`config.mk`:
```
export PLATFORM = sky130hd
export DESIGN_NAME = sswd_top
export DESIGN_NICKNAME = d
export VERILOG_FILES = /design/src/sswd_pkg.sv /design/src/sswd_if.sv /design/src/sswd_timer.sv /design/src/sswd_status.sv /design/src/sswd_top.sv
export SDC_FILE = /design/constraint.sdc
export NUM_CORES = 1
export LEC_CHECK = 0
export ABC_AREA = 1
export BUFFER_PORTS_ARGS = -buffer_cell sky130_fd_sc_hd__buf_2
export CAP_MARGIN = 10
export CORE_ASPECT_RATIO = 2
export CORE_MARGIN = 2
export CORE_UTILIZATION = 53
export CTS_CLUSTER_SIZE = 20
export DETAILED_ROUTE_END_ITERATION = 10
export MAX_ROUTING_LAYER = met4
export PLACE_DENSITY = 0.76
export RECOVER_POWER = 50
export SYNTH_ARGS = -nofsm -noshare
export SYNTH_HDL_FRONTEND = slang
export SYNTH_SLANG_ARGS = --single-unit
```
`constraint.sdc`:
```
create_clock -name mclk -period 1.72 [get_ports mclk]
set_input_delay 0.258 -clock mclk [delete_from_list [all_inputs] [get_ports mclk]]
set_output_delay 0.258 -clock mclk [all_outputs]
set_load 0.02 [all_outputs]
```
`src/sswd_pkg.sv`:
```
// Constants shared by the slave status and communication watchdog block.
// Assumes a 10 MHz system clock; all counts except STB_CYC derive from that rate.
package sswd_pkg;

    localparam int MCLK_MHZ        = 10;
    // Silence limit of the communication monitor, in microseconds
    localparam int MON_TIME_US     = 94200;
    localparam int MON_TIME_CYC    = MON_TIME_US * MCLK_MHZ;
    // Initialisation time after a logic reset, in microseconds
    localparam int INIT_TIME_US    = 2000;
    localparam int INIT_TIME_CYC   = INIT_TIME_US * MCLK_MHZ;
    // Strobe width and fault-indication blink half period
    localparam int STB_CYC         = 8;
    localparam int BLINK_TIME_US   = 250000;
    localparam int BLINK_CYC       = BLINK_TIME_US * MCLK_MHZ;

    // Status nibble field positions
    localparam int ST_MEM_BIT      = 0;
    localparam int ST_FAULT_BIT    = 1;
    localparam int ST_SPARE_BIT    = 2;
    localparam int ST_CORRUPT_BIT  = 3;

    // Reset value of replies, idle level of data/parameter outputs
    localparam logic [3:0] REPLY_RST = 4'h0;
    localparam logic [3:0] OUT_IDLE  = 4'hf;

    typedef enum logic [1:0] {
        SSWD_RUN,
        SSWD_STB,
        SSWD_RST,
        SSWD_INIT
    } sswd_state_t;

endpackage

```
`src/sswd_if.sv`:
```
// Carrier between the watchdog core and its timer and status modules.
// Assumes all users sit on the same mclk domain.
`timescale 1ns/10ps
interface sswd_if;
    logic       restart;
    logic       expired;
    logic       mem_busy;
    logic       addr_vol;
    logic       fault_pin_n;
    logic       parity_err;
    logic       corrupt;
    logic [3:0] nibble;

    modport tmr (input restart, output expired);
    modport sts (input mem_busy, addr_vol, fault_pin_n, parity_err,
                 corrupt, output nibble);
    modport ctl (output restart, mem_busy, addr_vol, fault_pin_n,
                 parity_err, corrupt, input expired, nibble);
endinterface

```
`src/sswd_timer.sv`:
```
// Silence timer: counts clock cycles since the last processed exchange or write, or the last logic reset.
// Assumes restart is a same-clock pulse from the core.
`timescale 1ns/10ps
module sswd_timer
    import sswd_pkg::*;
#(
    parameter int TERM = MON_TIME_CYC
) (
    input  logic mclk,
    input  logic srst,
    sswd_if.tmr  bus
);

    localparam int CW = $clog2(TERM + 1);
    localparam logic [CW-1:0] TERM_C = CW'(TERM);

    typedef struct packed {
        logic [CW-1:0] cnt;
    } sswd_tmr_t;

    sswd_tmr_t st_reg;
    sswd_tmr_t st_next;

    // Saturate at the terminal count so expiry stays until restart
    always_comb begin
        st_next = st_reg;
        if (bus.restart) begin
            st_next.cnt = '0;
        end else if (st_reg.cnt != TERM_C) begin
            st_next.cnt = CW'(st_reg.cnt + 1'b1);
        end
    end

    always_ff @(posedge mclk) begin
        if (srst) begin
            st_reg <= '0;
        end else begin
            st_reg <= st_next;
        end
    end

    assign bus.expired = (st_reg.cnt == TERM_C);

    a_restart_clears: assert property (@(posedge mclk) disable iff (srst)
        bus.restart |=> !bus.expired)
        else $error("timer still expired after restart");

    a_expiry_sticks: assert property (@(posedge mclk) disable iff (srst)
        bus.expired && !bus.restart |=> bus.expired)
        else $error("timer expiry dropped without restart");

endmodule

```
`src/sswd_status.sv`:
```
// Status nibble assembly and periphery fault pin synchroniser.
// Assumes memory flags come from same-clock logic; the fault pin does not.
`timescale 1ns/10ps
module sswd_status
    import sswd_pkg::*;
(
    input  logic mclk,
    input  logic srst,
    sswd_if.sts  bus
);

    typedef struct packed {
        logic s1;
        logic s2;
        logic s3;
        logic flt_n;
    } sswd_sts_t;

    sswd_sts_t st_reg;
    sswd_sts_t st_next;
    logic      stat_bit_zero;
    logic      stat_bit_one;
    logic      stat_bit_two;
    logic      stat_bit_three;

    // Three stage sync; level accepted only once stages two and three agree
    always_comb begin
        st_next    = st_reg;
        st_next.s1 = bus.fault_pin_n;
        st_next.s2 = st_reg.s1;
        st_next.s3 = st_reg.s2;
        if (st_reg.s2 == st_reg.s3) begin
            st_next.flt_n = st_reg.s3;
        end
    end

    // All ones: pin idle high means no fault
    always_ff @(posedge mclk) begin
        if (srst) begin
            st_reg <= '1;
        end else begin
            st_reg <= st_next;
        end
    end

    // Nibble bits
    assign stat_bit_zero  = bus.addr_vol | bus.mem_busy;
    assign stat_bit_one   = ~st_reg.flt_n | bus.parity_err;
    assign stat_bit_two   = 1'b0;
    assign stat_bit_three = bus.corrupt;

    always_comb begin
        bus.nibble                 = '0;
        bus.nibble[ST_MEM_BIT]     = stat_bit_zero;
        bus.nibble[ST_FAULT_BIT]   = stat_bit_one;
        bus.nibble[ST_SPARE_BIT]   = stat_bit_two;
        bus.nibble[ST_CORRUPT_BIT] = stat_bit_three;
    end

    a_spare_zero: assert property (@(posedge mclk) disable iff (srst)
        !bus.nibble[ST_SPARE_BIT])
        else $error("spare status bit not zero");

    a_write_busy: assert property (@(posedge mclk) disable iff (srst)
        bus.mem_busy |-> bus.nibble[ST_MEM_BIT])
        else $error("memory bit clear during write");

    a_fault_seen: assert property (@(posedge mclk) disable iff (srst)
        !bus.fault_pin_n [*5] |-> bus.nibble[ST_FAULT_BIT])
        else $error("fault pin low but fault bit clear");

    a_corrupt_bit: assert property (@(posedge mclk) disable iff (srst)
        bus.nibble[ST_CORRUPT_BIT] == bus.corrupt)
        else $error("corrupt bit does not track memory");

endmodule

```
`src/sswd_top.sv`:
```
// Slave status nibble, communication monitor and communication watchdog.
// Assumes requests are one-cycle pulses from the telegram decoder on mclk,
// issued only once a request has been fully processed.
//
// Operation
// - Status-read request is answered with the four-bit status nibble.
// - Status bit two always reads zero.
// - Bit zero set when address volatile or memory write in progress.
// - Address delete with nonzero address sets status bit zero.
// - Bit zero held high through every memory write.
// - Bit one set on periphery fault pin low or memory parity error.
// - Bit three set when memory content is corrupted.
// - Red LED on after the silence limit without exchange or write.
// - Each processed exchange or write restarts timer, red LED off.
// - Monitor starts on first parameter write with nonzero address.
// - Logic reset or address delete switches the monitor off.
// - Watchdog enable from lock, inhibit, gate flag, safety, bit zero.
// - Only parameter output bit zero gates enable, never the input pin.
// - Safety mode enables watchdog regardless of parameter bit zero.
// - Timeout needs enable, silence, nonzero address, no memory write.
// - Timeout fires both strobes together with last outputs held.
// - After strobes: logic reset, set blocked flag, outputs idle.
// - Blocked flag clears only on a later parameter write.
// - While blocked both LEDs show an alternating pattern.
// - Reset request, broadcast reset or illegal state cause reset.
`timescale 1ns/10ps
module sswd_top
    import sswd_pkg::*;
#(
    parameter int MON_LEN   = MON_TIME_CYC,
    parameter int INIT_LEN  = INIT_TIME_CYC,
    parameter int BLINK_LEN = BLINK_CYC,
    parameter int STB_LEN   = STB_CYC
) (
    input  logic       mclk,
    input  logic       srst,
    input  logic       status_read_request,
    input  logic       data_exchange_request,
    input  logic       parameter_write_request,
    input  logic       address_delete_request,
    input  logic       reset_slave_request,
    input  logic       broadcast_reset_request,
    input  logic       illegal_state_detect,
    input  logic [3:0] req_data,
    input  logic [4:0] slave_address,
    input  logic       address_volatile,
    input  logic       nvm_write_active,
    input  logic       nvm_parity_error,
    input  logic       nvm_corrupt,
    input  logic       periphery_fault_n,
    input  logic       config_lock_flag,
    input  logic       wd_inhibit_flag,
    input  logic       param_bit_wd_gate_flag,
    input  logic       safety_mode_flag,
    output logic [3:0] status_reply,
    output logic       status_valid,
    output logic [3:0] data_out,
    output logic [3:0] param_out,
    output logic       data_strobe_n,
    output logic       param_strobe_n,
    output logic       green_status_led,
    output logic       red_status_led,
    output logic       exchange_blocked,
    output logic       logic_reset
);

    localparam int CW = $clog2(INIT_LEN + 1);
    localparam int SW = $clog2(STB_LEN + 1);
    localparam int BW = $clog2(BLINK_LEN + 1);
    localparam logic [CW-1:0] INIT_C  = CW'(INIT_LEN);
    localparam logic [SW-1:0] STB_C   = SW'(STB_LEN);
    localparam logic [BW-1:0] BLINK_C = BW'(BLINK_LEN - 1);

    typedef struct packed {
        sswd_state_t   state;
        logic [CW-1:0] cnt;
        logic [SW-1:0] dstb;
        logic [SW-1:0] pstb;
        logic [BW-1:0] blink_cnt;
        logic          blink;
        logic          mon_on;
        logic          del_flag;
        logic          blocked;
        logic          rst_pulse;
        logic          sv;
        logic [3:0]    reply;
        logic [3:0]    dout;
        logic [3:0]    pout;
    } sswd_top_t;

    localparam sswd_top_t ST_RST = '{
        state:     SSWD_RUN,
        cnt:       '0,
        dstb:      '0,
        pstb:      '0,
        blink_cnt: '0,
        blink:     1'b0,
        mon_on:    1'b0,
        del_flag:  1'b0,
        blocked:   1'b0,
        rst_pulse: 1'b0,
        sv:        1'b0,
        reply:     REPLY_RST,
        dout:      OUT_IDLE,
        pout:      OUT_IDLE
    };

    sswd_top_t st_reg;
    sswd_top_t st_next;
    sswd_if    core ();
    logic      addr_nz;
    logic      ext_rst;
    logic      param_port_bit_zero;
    logic      wd_en;
    logic      dx_ok;
    logic      wp_ok;
    logic      wd_fire;

    sswd_timer #(
        .TERM (MON_LEN)
    ) u_timer (
        .mclk (mclk),
        .srst (srst),
        .bus  (core.tmr)
    );

    sswd_status u_status (
        .mclk (mclk),
        .srst (srst),
        .bus  (core.sts)
    );

    // Status sources handed to the nibble builder
    assign core.mem_busy    = nvm_write_active;
    assign core.addr_vol    = address_volatile | st_reg.del_flag;
    assign core.fault_pin_n = periphery_fault_n;
    assign core.parity_err  = nvm_parity_error;
    assign core.corrupt     = nvm_corrupt;

    // Request qualification; an unblocked exchange, a write or a reset request in the same cycle beats a timeout
    assign addr_nz = |slave_address;
    assign ext_rst = reset_slave_request | broadcast_reset_request
                   | illegal_state_detect;
    assign dx_ok   = (st_reg.state == SSWD_RUN) && data_exchange_request
                   && !st_reg.blocked && !ext_rst;
    assign wp_ok   = (st_reg.state == SSWD_RUN) && parameter_write_request
                   && !ext_rst;
    assign core.restart = dx_ok | wp_ok | st_reg.rst_pulse;

    // Enable uses the output register bit only, never the port pin
    assign param_port_bit_zero = st_reg.pout[0];
    assign wd_en = config_lock_flag && !wd_inhibit_flag
                 && (!param_bit_wd_gate_flag || safety_mode_flag
                     || param_port_bit_zero);

    assign wd_fire = (st_reg.state == SSWD_RUN) && wd_en && core.expired
                   && addr_nz && !nvm_write_active
                   && !dx_ok && !wp_ok && !ext_rst;

    // Next-state logic for the whole block
    always_comb begin
        st_next           = st_reg;
        st_next.rst_pulse = 1'b0;
        st_next.sv        = 1'b0;
        // Strobe countdown; loads below override it
        if (st_reg.dstb != '0) begin
            st_next.dstb = SW'(st_reg.dstb - 1'b1);
        end
        if (st_reg.pstb != '0) begin
            st_next.pstb = SW'(st_reg.pstb - 1'b1);
        end
        // Free running blink phase for the blocked indication
        if (st_reg.blink_cnt == BLINK_C) begin
            st_next.blink_cnt = '0;
            st_next.blink     = ~st_reg.blink;
        end else begin
            st_next.blink_cnt = BW'(st_reg.blink_cnt + 1'b1);
        end
        // Reply snapshot of the nibble
        if (status_read_request) begin
            st_next.reply = core.nibble;
            st_next.sv    = 1'b1;
        end
        unique case (st_reg.state)
            SSWD_RUN: begin
                if (wd_fire) begin
                    st_next.state = SSWD_STB;
                    st_next.dstb  = STB_C;
                    st_next.pstb  = STB_C;
                end else begin
                    if (dx_ok) begin
                        st_next.dout = req_data;
                        st_next.dstb = STB_C;
                    end
                    if (wp_ok) begin
                        st_next.pout    = req_data;
                        st_next.pstb    = STB_C;
                        st_next.blocked = 1'b0;
                        if (addr_nz) begin
                            st_next.mon_on = 1'b1;
                        end
                    end
                    if (address_delete_request) begin
                        st_next.mon_on = 1'b0;
                        if (addr_nz) begin
                            st_next.del_flag = 1'b1;
                        end
                    end
                end
            end
            SSWD_STB: begin
                // Outputs stay frozen while both strobes run out
                if (st_reg.dstb == '0 && st_reg.pstb == '0) begin
                    st_next.blocked = 1'b1;
                    st_next.state   = SSWD_RST;
                end
            end
            SSWD_RST: begin
                st_next.rst_pulse = 1'b1;
                st_next.mon_on    = 1'b0;
                st_next.del_flag  = 1'b0;
                st_next.dout      = OUT_IDLE;
                st_next.pout      = OUT_IDLE;
                st_next.dstb      = '0;
                st_next.pstb      = '0;
                st_next.cnt       = INIT_C;
                st_next.state     = SSWD_INIT;
            end
            SSWD_INIT: begin
                // Exchange, write and delete requests are ignored until initialisation ends
                if (st_reg.cnt == '0) begin
                    st_next.state = SSWD_RUN;
                end else begin
                    st_next.cnt = CW'(st_reg.cnt - 1'b1);
                end
            end
        endcase
        // Any reset source restarts the sequence from the reset step
        if (ext_rst && st_reg.state != SSWD_RST) begin
            st_next.state = SSWD_RST;
        end
    end

    always_ff @(posedge mclk) begin
        if (srst) begin
            st_reg <= ST_RST;
        end else begin
            st_reg <= st_next;
        end
    end

    // Port drive
    assign status_reply     = st_reg.reply;
    assign status_valid     = st_reg.sv;
    assign data_out         = st_reg.dout;
    assign param_out        = st_reg.pout;
    assign data_strobe_n    = (st_reg.dstb == '0);
    assign param_strobe_n   = (st_reg.pstb == '0);
    assign exchange_blocked = st_reg.blocked;
    assign logic_reset      = st_reg.rst_pulse;

    // Blocked shows alternating LEDs; otherwise red marks silence
    assign green_status_led = st_reg.blocked ? st_reg.blink : 1'b1;
    assign red_status_led   = st_reg.blocked ? ~st_reg.blink
                            : (st_reg.mon_on & core.expired);

    a_status_reply: assert property (@(posedge mclk) disable iff (srst)
        status_read_request |=> status_valid
            && status_reply == $past(core.nibble))
        else $error("status reply missing or wrong");

    a_delete_mark: assert property (@(posedge mclk) disable iff (srst)
        (st_reg.state == SSWD_RUN) && !wd_fire && !ext_rst
            && address_delete_request && addr_nz
            |=> core.nibble[ST_MEM_BIT])
        else $error("address delete did not set bit zero");

    a_red_on: assert property (@(posedge mclk) disable iff (srst)
        st_reg.mon_on && core.expired && !st_reg.blocked
            |-> red_status_led)
        else $error("red LED off after silence");

    a_red_off: assert property (@(posedge mclk) disable iff (srst)
        dx_ok || wp_ok |=> !red_status_led)
        else $error("red LED stayed on after request");

    a_gate_off: assert property (@(posedge mclk) disable iff (srst)
        !config_lock_flag || wd_inhibit_flag |-> !wd_fire)
        else $error("watchdog fired while disabled");

    a_fire_strobe: assert property (@(posedge mclk) disable iff (srst)
        wd_fire |=> !data_strobe_n && !param_strobe_n
            && data_out == $past(data_out)
            && param_out == $past(param_out))
        else $error("timeout strobes not issued together");

    a_strobe_reset: assert property (@(posedge mclk) disable iff (srst)
        wd_fire |-> ##[1:40] logic_reset)
        else $error("no logic reset after timeout strobes");

    a_block_clear: assert property (@(posedge mclk) disable iff (srst)
        $fell(st_reg.blocked) && !$past(srst)
            |-> $past(parameter_write_request))
        else $error("blocked flag cleared without write");

    a_block_leds: assert property (@(posedge mclk) disable iff (srst)
        st_reg.blocked |-> green_status_led != red_status_led)
        else $error("blocked indication pattern wrong");

endmodule

```
==> results of run 1 <==
==> synthesized netlist by cell type, types with 5 or more instances <==
cell	instances
nand2_1	105
nor2_1	89
dfxtp_1	88
inv_1	87
a21oi_1	38
nand3_1	32
o21ai_0	29
nor3_1	19
xor2_1	15
buf_4	13
ha_1	11
nand4_1	11
o211ai_1	9
or2_2	7
a31oi_1	5
nand2_2	5
==> power by group <==
part           switching (mW)  leakage [nW]  internal [mW]
combinational            2.30          1.48           1.48
clock                   0.784         0.152           1.16
sequential              0.282         0.722           2.41
total                    3.37          2.36           5.05
==> layer usage <==
| layer | global-route usage, % | wire, um |
|---|---|---|
| met1 | 25.5 | 4010 |
| met2 | 42.9 | 5900 |
| met3 | 4.00 | 561 |
| met4 | 11.0 | 363 |
| met5 | - | 0 |
==> area by class of cell <==
| cell class | instances | area (um2) |
|---|---|---|
| Multi-Input combinational cell | 417 | 2330 |
| Fill cell | 670 | 2780 |
| Clock inverter | 6 | 58.8 |
| Inverter | 90 | 345 |
| Timing Repair Buffer | 85 | 527 |
| Tap cell | 98 | 123 |
| Sequential cell | 88 | 1780 |
| Clock buffer | 10 | 239 |
==> repair_timing <==
item                                    CTS  global route
endpoints found under the setup margin   18            68
gates cloned                              0             1
gates resized for setup                  24            50
setup buffers                             4            15
pin swaps                                 7            22
==> path summary, 6_finish.rpt <==
path / startpoint / end / cells after the start
hold / removal: periphery_fault_n / u_status.st_next[2] / 2
setup / recovery: st_reg[63] / st_reg[44] / 10
setup reg to reg: st_reg[63] / st_reg[44] / 10
hold reg to reg: u_status.st_next[2] / u_status.st_next[1] / 1
==> stage by stage <==
step                cells  hold WS [ps]
finish                794           101
global route          794           106
CTS                   778          96.0
detailed placement    758           404
global placement      758           392
floorplan             614           360
==> kinds of logic (layout without fill, tap and decap cells) <==
kind of cell,after synthesis,after routing,synth area share [%]
AOI/OAI and AO/OA,89,89,11.2
xor gates and xnor gates,19,19,3.78
and+or+nand+nor,296,297,31.0
DFF,88,88,40.1
buffers and inverters,110,191,10.8
other,1,1,0.0853
adders and majority gates,11,11,3.13
==> reports/results.tsv, run 1 <==
metric	value	unit
Fin Clk Skew	5.44	ps
worst slew pin tran	873	ps
die height	133	um
CTS tree	done	
largest fanout on the critical path	6	
Ports	46	
GP Congestion	0.980	
leakage power of the design	2.36	nW
Die X	68.4	um
Post-synth EDFFs	0	
crit path buf inv count	2	
post-layout util	66.0	%
cells after synthesis	614	
DR iter-0 viols	251	
status	finished with violations	
power density over cell area	1560	nW/um2
Final nets	729	
global-route wire length before repair	16900	um
Worst path max stage delay	340	ps
FF+latch count, synth	88	
Setup crit end kind	register	
vias in the first global route	3949	
WL final	10800	um
dpl ws	-12.2	ps
Clock Pin Slew Worst Setup and Hold Paths	60	ps
post-DP HPWL	7620	um
Power Total	8.42	mW
RSZ-0062 raised after global routing	true	
Num CTS Buffers	9	
dpl cell area	4780	um2
failing checks	negative setup slack	
initial antenna violation count	0	
final worst slack	-87.6	ps
Post-synth ARST share	0	%
Area growth syn-to-layout	22.8	%
Tcrit/Tclk final	105	%
crit path DAT	2070	ps
Core Box Area	8170	um2
Req. time, crit path	1980	ps
Hold Path Class	in -> reg	
DR WL/cell	13.7	um
Hold Violations, Final	0	
Final ANT Viol Nets	0	
CP max-delay cell	dfxtp_2	
gr usage total	24.5	%
row cnt	47	
share of cells above drive strength 1	24.1	%
number of vias per cell	5.39	
Initial Utilization	53.8	%
total gr overflow	0	
port buffer count	44	
most common cell after layout, fill and taps aside	nand2_1	
# Max-Cap Violations	0	
syn nets	652	
fin area	5400	um2
hold-fix buffers at CTS	0	
area share of the leading cell type in the synthesized netlist	40.1	%
Remaining DRCs	0	
kind of critical path	reg -> reg	
Warnings, synthesis	0	
synth unique cells	42	
DRT Pass-1 Iters	6	
clock sink count	88	
time the worst path needs with I/O delays and setup	1810	ps
register area share after synthesis	40.1	%
worst vdd ir	1290	uV
CP dominant cell by count	o21ai_0	
largest net degree at the start of global routing	19	
Mapped Area	4400	um2
Bufs on Longest Clock Path	2	
number of flip-flops in the largest register	50	
CP top delay family	simple AND/OR/NAND/NOR gates	
CP Launch Type	register	
Clock Tree Root	clkbuf_16	
top cell type by total area after synthesis	dfxtp_1	
Top FF cell, synth	dfxtp_1	
Setup-failing EPs final	5	
via count	4283	
Max Transition Viols Final	0	
fmax	553	MHz
Ant. Diodes	0	
htree depth	3	
Slew HR	41.8	%
syn_area_per_cell	7.16	um2
setup TNS	-221	ps
sequence of cells on the critical path	inv_2, ha_4, inv_1, nor2_4, o21ai_0, nand3_4, nand2_4, o21ai_0, nand2_1, nor2_1	
top area cells in the synthesized netlist	dfxtp_1, nand2_1, nor2_1	
r2r setup slk	-90	ps
most frequent cells in the layout	nand2_1, dfxtp_1, inv_1	
Worst-Skew Late Latency	340	ps
DIE AREA	9080	um2
No activity file was read; power rests on OpenSTA's default activity.
==> run 2: changes to the inputs <==
Settings changed: SETUP_SLACK_MARGIN from default to 0.5.
==> run 2 against run 1 <==
  * The flow still finishes with violations (negative setup slack)
  * Sequential cell count unchanged
  * Clock-buffer cell count increased by 1
  * Power increased by 26%
==> reports/results.tsv, run 2 (synthesis results as in run 1) <==
metric	value	unit	change
gr usage total	31.0	%	+6.5 points
Fin Hold WS	104	ps	+3.30 ps
kind of critical path	reg -> out		
share of cells above drive strength 1	51.3	%	+27 points
number of flip-flops in the largest register	50		unchanged
Multi-input gate area	3190	um2	+37%
WL final	15400	um	+42%
Clk network pwr share	18.9	%	-4.2 points
Area growth syn-to-layout	54.5	%	
Int Pwr	6.05	mW	+20%
Ports	46		unchanged
worst vdd ir	1350	uV	+4.0%
Bufs on Longest Clock Path	2		unchanged
via count	4696		+9.6%
CP max-delay cell	dfxtp_2		
initial antenna violation count	0		unchanged
CTS tree	done		
crit path DAT	1680	ps	-390 ps
largest fanout on the critical path	2		-4
Remaining DRCs	0		unchanged
register area	1820	um2	+2.3%
sequence of cells on the critical path	inv_4, ha_4, inv_2, nor2_2, nand3_2, nor2_4, nand3b_1, nand2_2, buf_6		
met2 routed WL	8690	um	+47%
Worst-Skew Late Latency	350	ps	about the same
wire length on met1	4940	um	+23%
status	finished with violations		
failing checks	negative setup slack		
Slew HR	48.2	%	+6.4 points
global-route wire length before repair	20700	um	+22%
sw frac	42.9	%	+2.9 points
post-DP HPWL	8120	um	+6.5%
Num CTS Buffers	9		unchanged
RSZ-0062 raised after global routing	true		
met3 wire len	864	um	+54%
Clock Tree Root	clkbuf_16		
Tcrit/Tclk final	113	%	+7.8 points
most frequent cells in the layout	nand2_1, inv_1, dfxtp_1		
CP Launch Type	register		
Fillers	454		-32%
Core Box Area	8170	um2	unchanged
crit path buf inv count	3		+1
clock sink count	88		unchanged
Power Total	10.6	mW	+26%
# Max-Cap Violations	0		unchanged
number of vias per cell	5.64		+4.5%
Die X	68.4	um	unchanged
total gr overflow	0		unchanged
vias in the first global route	4594		+16%
post-layout util	83.1	%	+17 points
Ant. Diodes	0		unchanged
Hold Path Class	in -> reg		
largest net degree at the start of global routing	15		-4
most common cell after layout, fill and taps aside	nand2_1		
port buffer count	44		unchanged
CP top delay family	simple AND/OR/NAND/NOR gates		
Final ANT Viol Nets	0		unchanged
top sig layer	met4		
final worst slack	-221	ps	-134 ps
leakage power of the design	2.85	nW	+21%
Final nets	768		+5.3%
Setup crit end kind	output port		
Worst path max stage delay	340	ps	about the same
DRT Pass-1 Iters	5		-1
Req. time, crit path	1460	ps	-520 ps
DR WL/cell	18.4	um	+35%
power density over cell area	1560	nW/um2	about the same
time the worst path needs with I/O delays and setup	1940	ps	+134 ps
Max Transition Viols Final	0		unchanged
GP Congestion	0.945		-3.7%
Fin Clk Skew	8.17	ps	+2.73 ps
htree depth	3		unchanged
worst slew pin tran	777	ps	-96.1 ps
Hold Violations, Final	0		unchanged
die height	133	um	unchanged
Initial Utilization	53.8	%	unchanged
fmax	515	MHz	-6.9%
Clock Pin Slew Worst Setup and Hold Paths	70	ps	about the same
Setup-failing EPs final	6		+1
row cnt	47		unchanged
Comb pwr share	54.7	%	+9.7 points
Psw	4.55	mW	+35%
DIE AREA	9080	um2	unchanged
DR iter-0 viols	403		+61%
Seq pwr share	26.4	%	-5.5 points
## run 2: cell count changes in the layout (fill, tap and decap cells not counted), sizes merged
cell / previous run / this run
clkbuf: 27 / 26
inv: 89 / 88
buf: 68 / 108
clkinvlp: 0 / 1
## run 2: area by class of cell
cell class | instances | area share [%]
Clock buffer | 11 | 3.57
Clock inverter | 5 | 0.829
Inverter | 90 | 5.71
Multi-Input combinational cell | 417 | 47.0
Sequential cell | 88 | 26.7
Tap cell | 98 | 1.80
Timing Repair Buffer | 123 | 14.1
Timing Repair inverter | 1 | 0.239
## run 2: repair_timing
item	CTS	global route
gates resized for setup	190	128
hold buffers	0	0
pin swaps	62	39
setup buffers	41	20
endpoints found under the setup margin	84	84
gates cloned	5	0
## run 2: path summary, 6_finish.rpt
kind	slack, ps	startpoint	cells after the start	to
setup / recovery	-220	u_timer.st_reg[0]	9	red_status_led
setup reg to reg	-90	u_timer.st_reg[0]	9	u_timer.st_reg[18]
hold reg to reg	460	u_status.st_reg[1]	2	u_status.st_reg[0]
hold / removal	100	periphery_fault_n	2	u_status.st_next[2]
## run 2: worst register-to-register path: stages, from the launching register on
cell	delay (ps)
dfxtp_2	370
buf_6	130
ha_2	180
nand3_2	100
nor2_2	170
nand3_2	170
nor2_4	190
nand3_2	90
or2_0	220
a21oi_1	140
## run 2: metal layers
metal / GRT usage, % / up-vias
met1: 27.4 / 2216
met2: 57.5 / 191
met5: - / -
li1: - / 2209
met3: 5.61 / 80
met4: 16.6 / 0
## run 2: power groups by stage
stage / clock, mW / combinational [mW] / sequential, mW
after global placement: 0 / 3.29 / 2.73
after floorplan: 0 / 2.61 / 2.68
after detailed placement: 0 / 3.36 / 2.74
after global routing: 2.09 / 6.26 / 2.83
after CTS: 1.99 / 4.78 / 2.72
final: 2.01 / 5.80 / 2.79
## run 2: stage by stage
stage | worst slack (ps) | cells | TNS [ps] | instance area [um2]
floorplan | 200 | 614 | 0 | 4640
global placement | 27.5 | 751 | 0 | 4940
detailed placement | 23.8 | 751 | 0 | 4940
CTS | -41.0 | 813 | -41.0 | 6190
global route | -342 | 833 | -5850 | 6790
finish | -221 | 833 | -455 | 6790
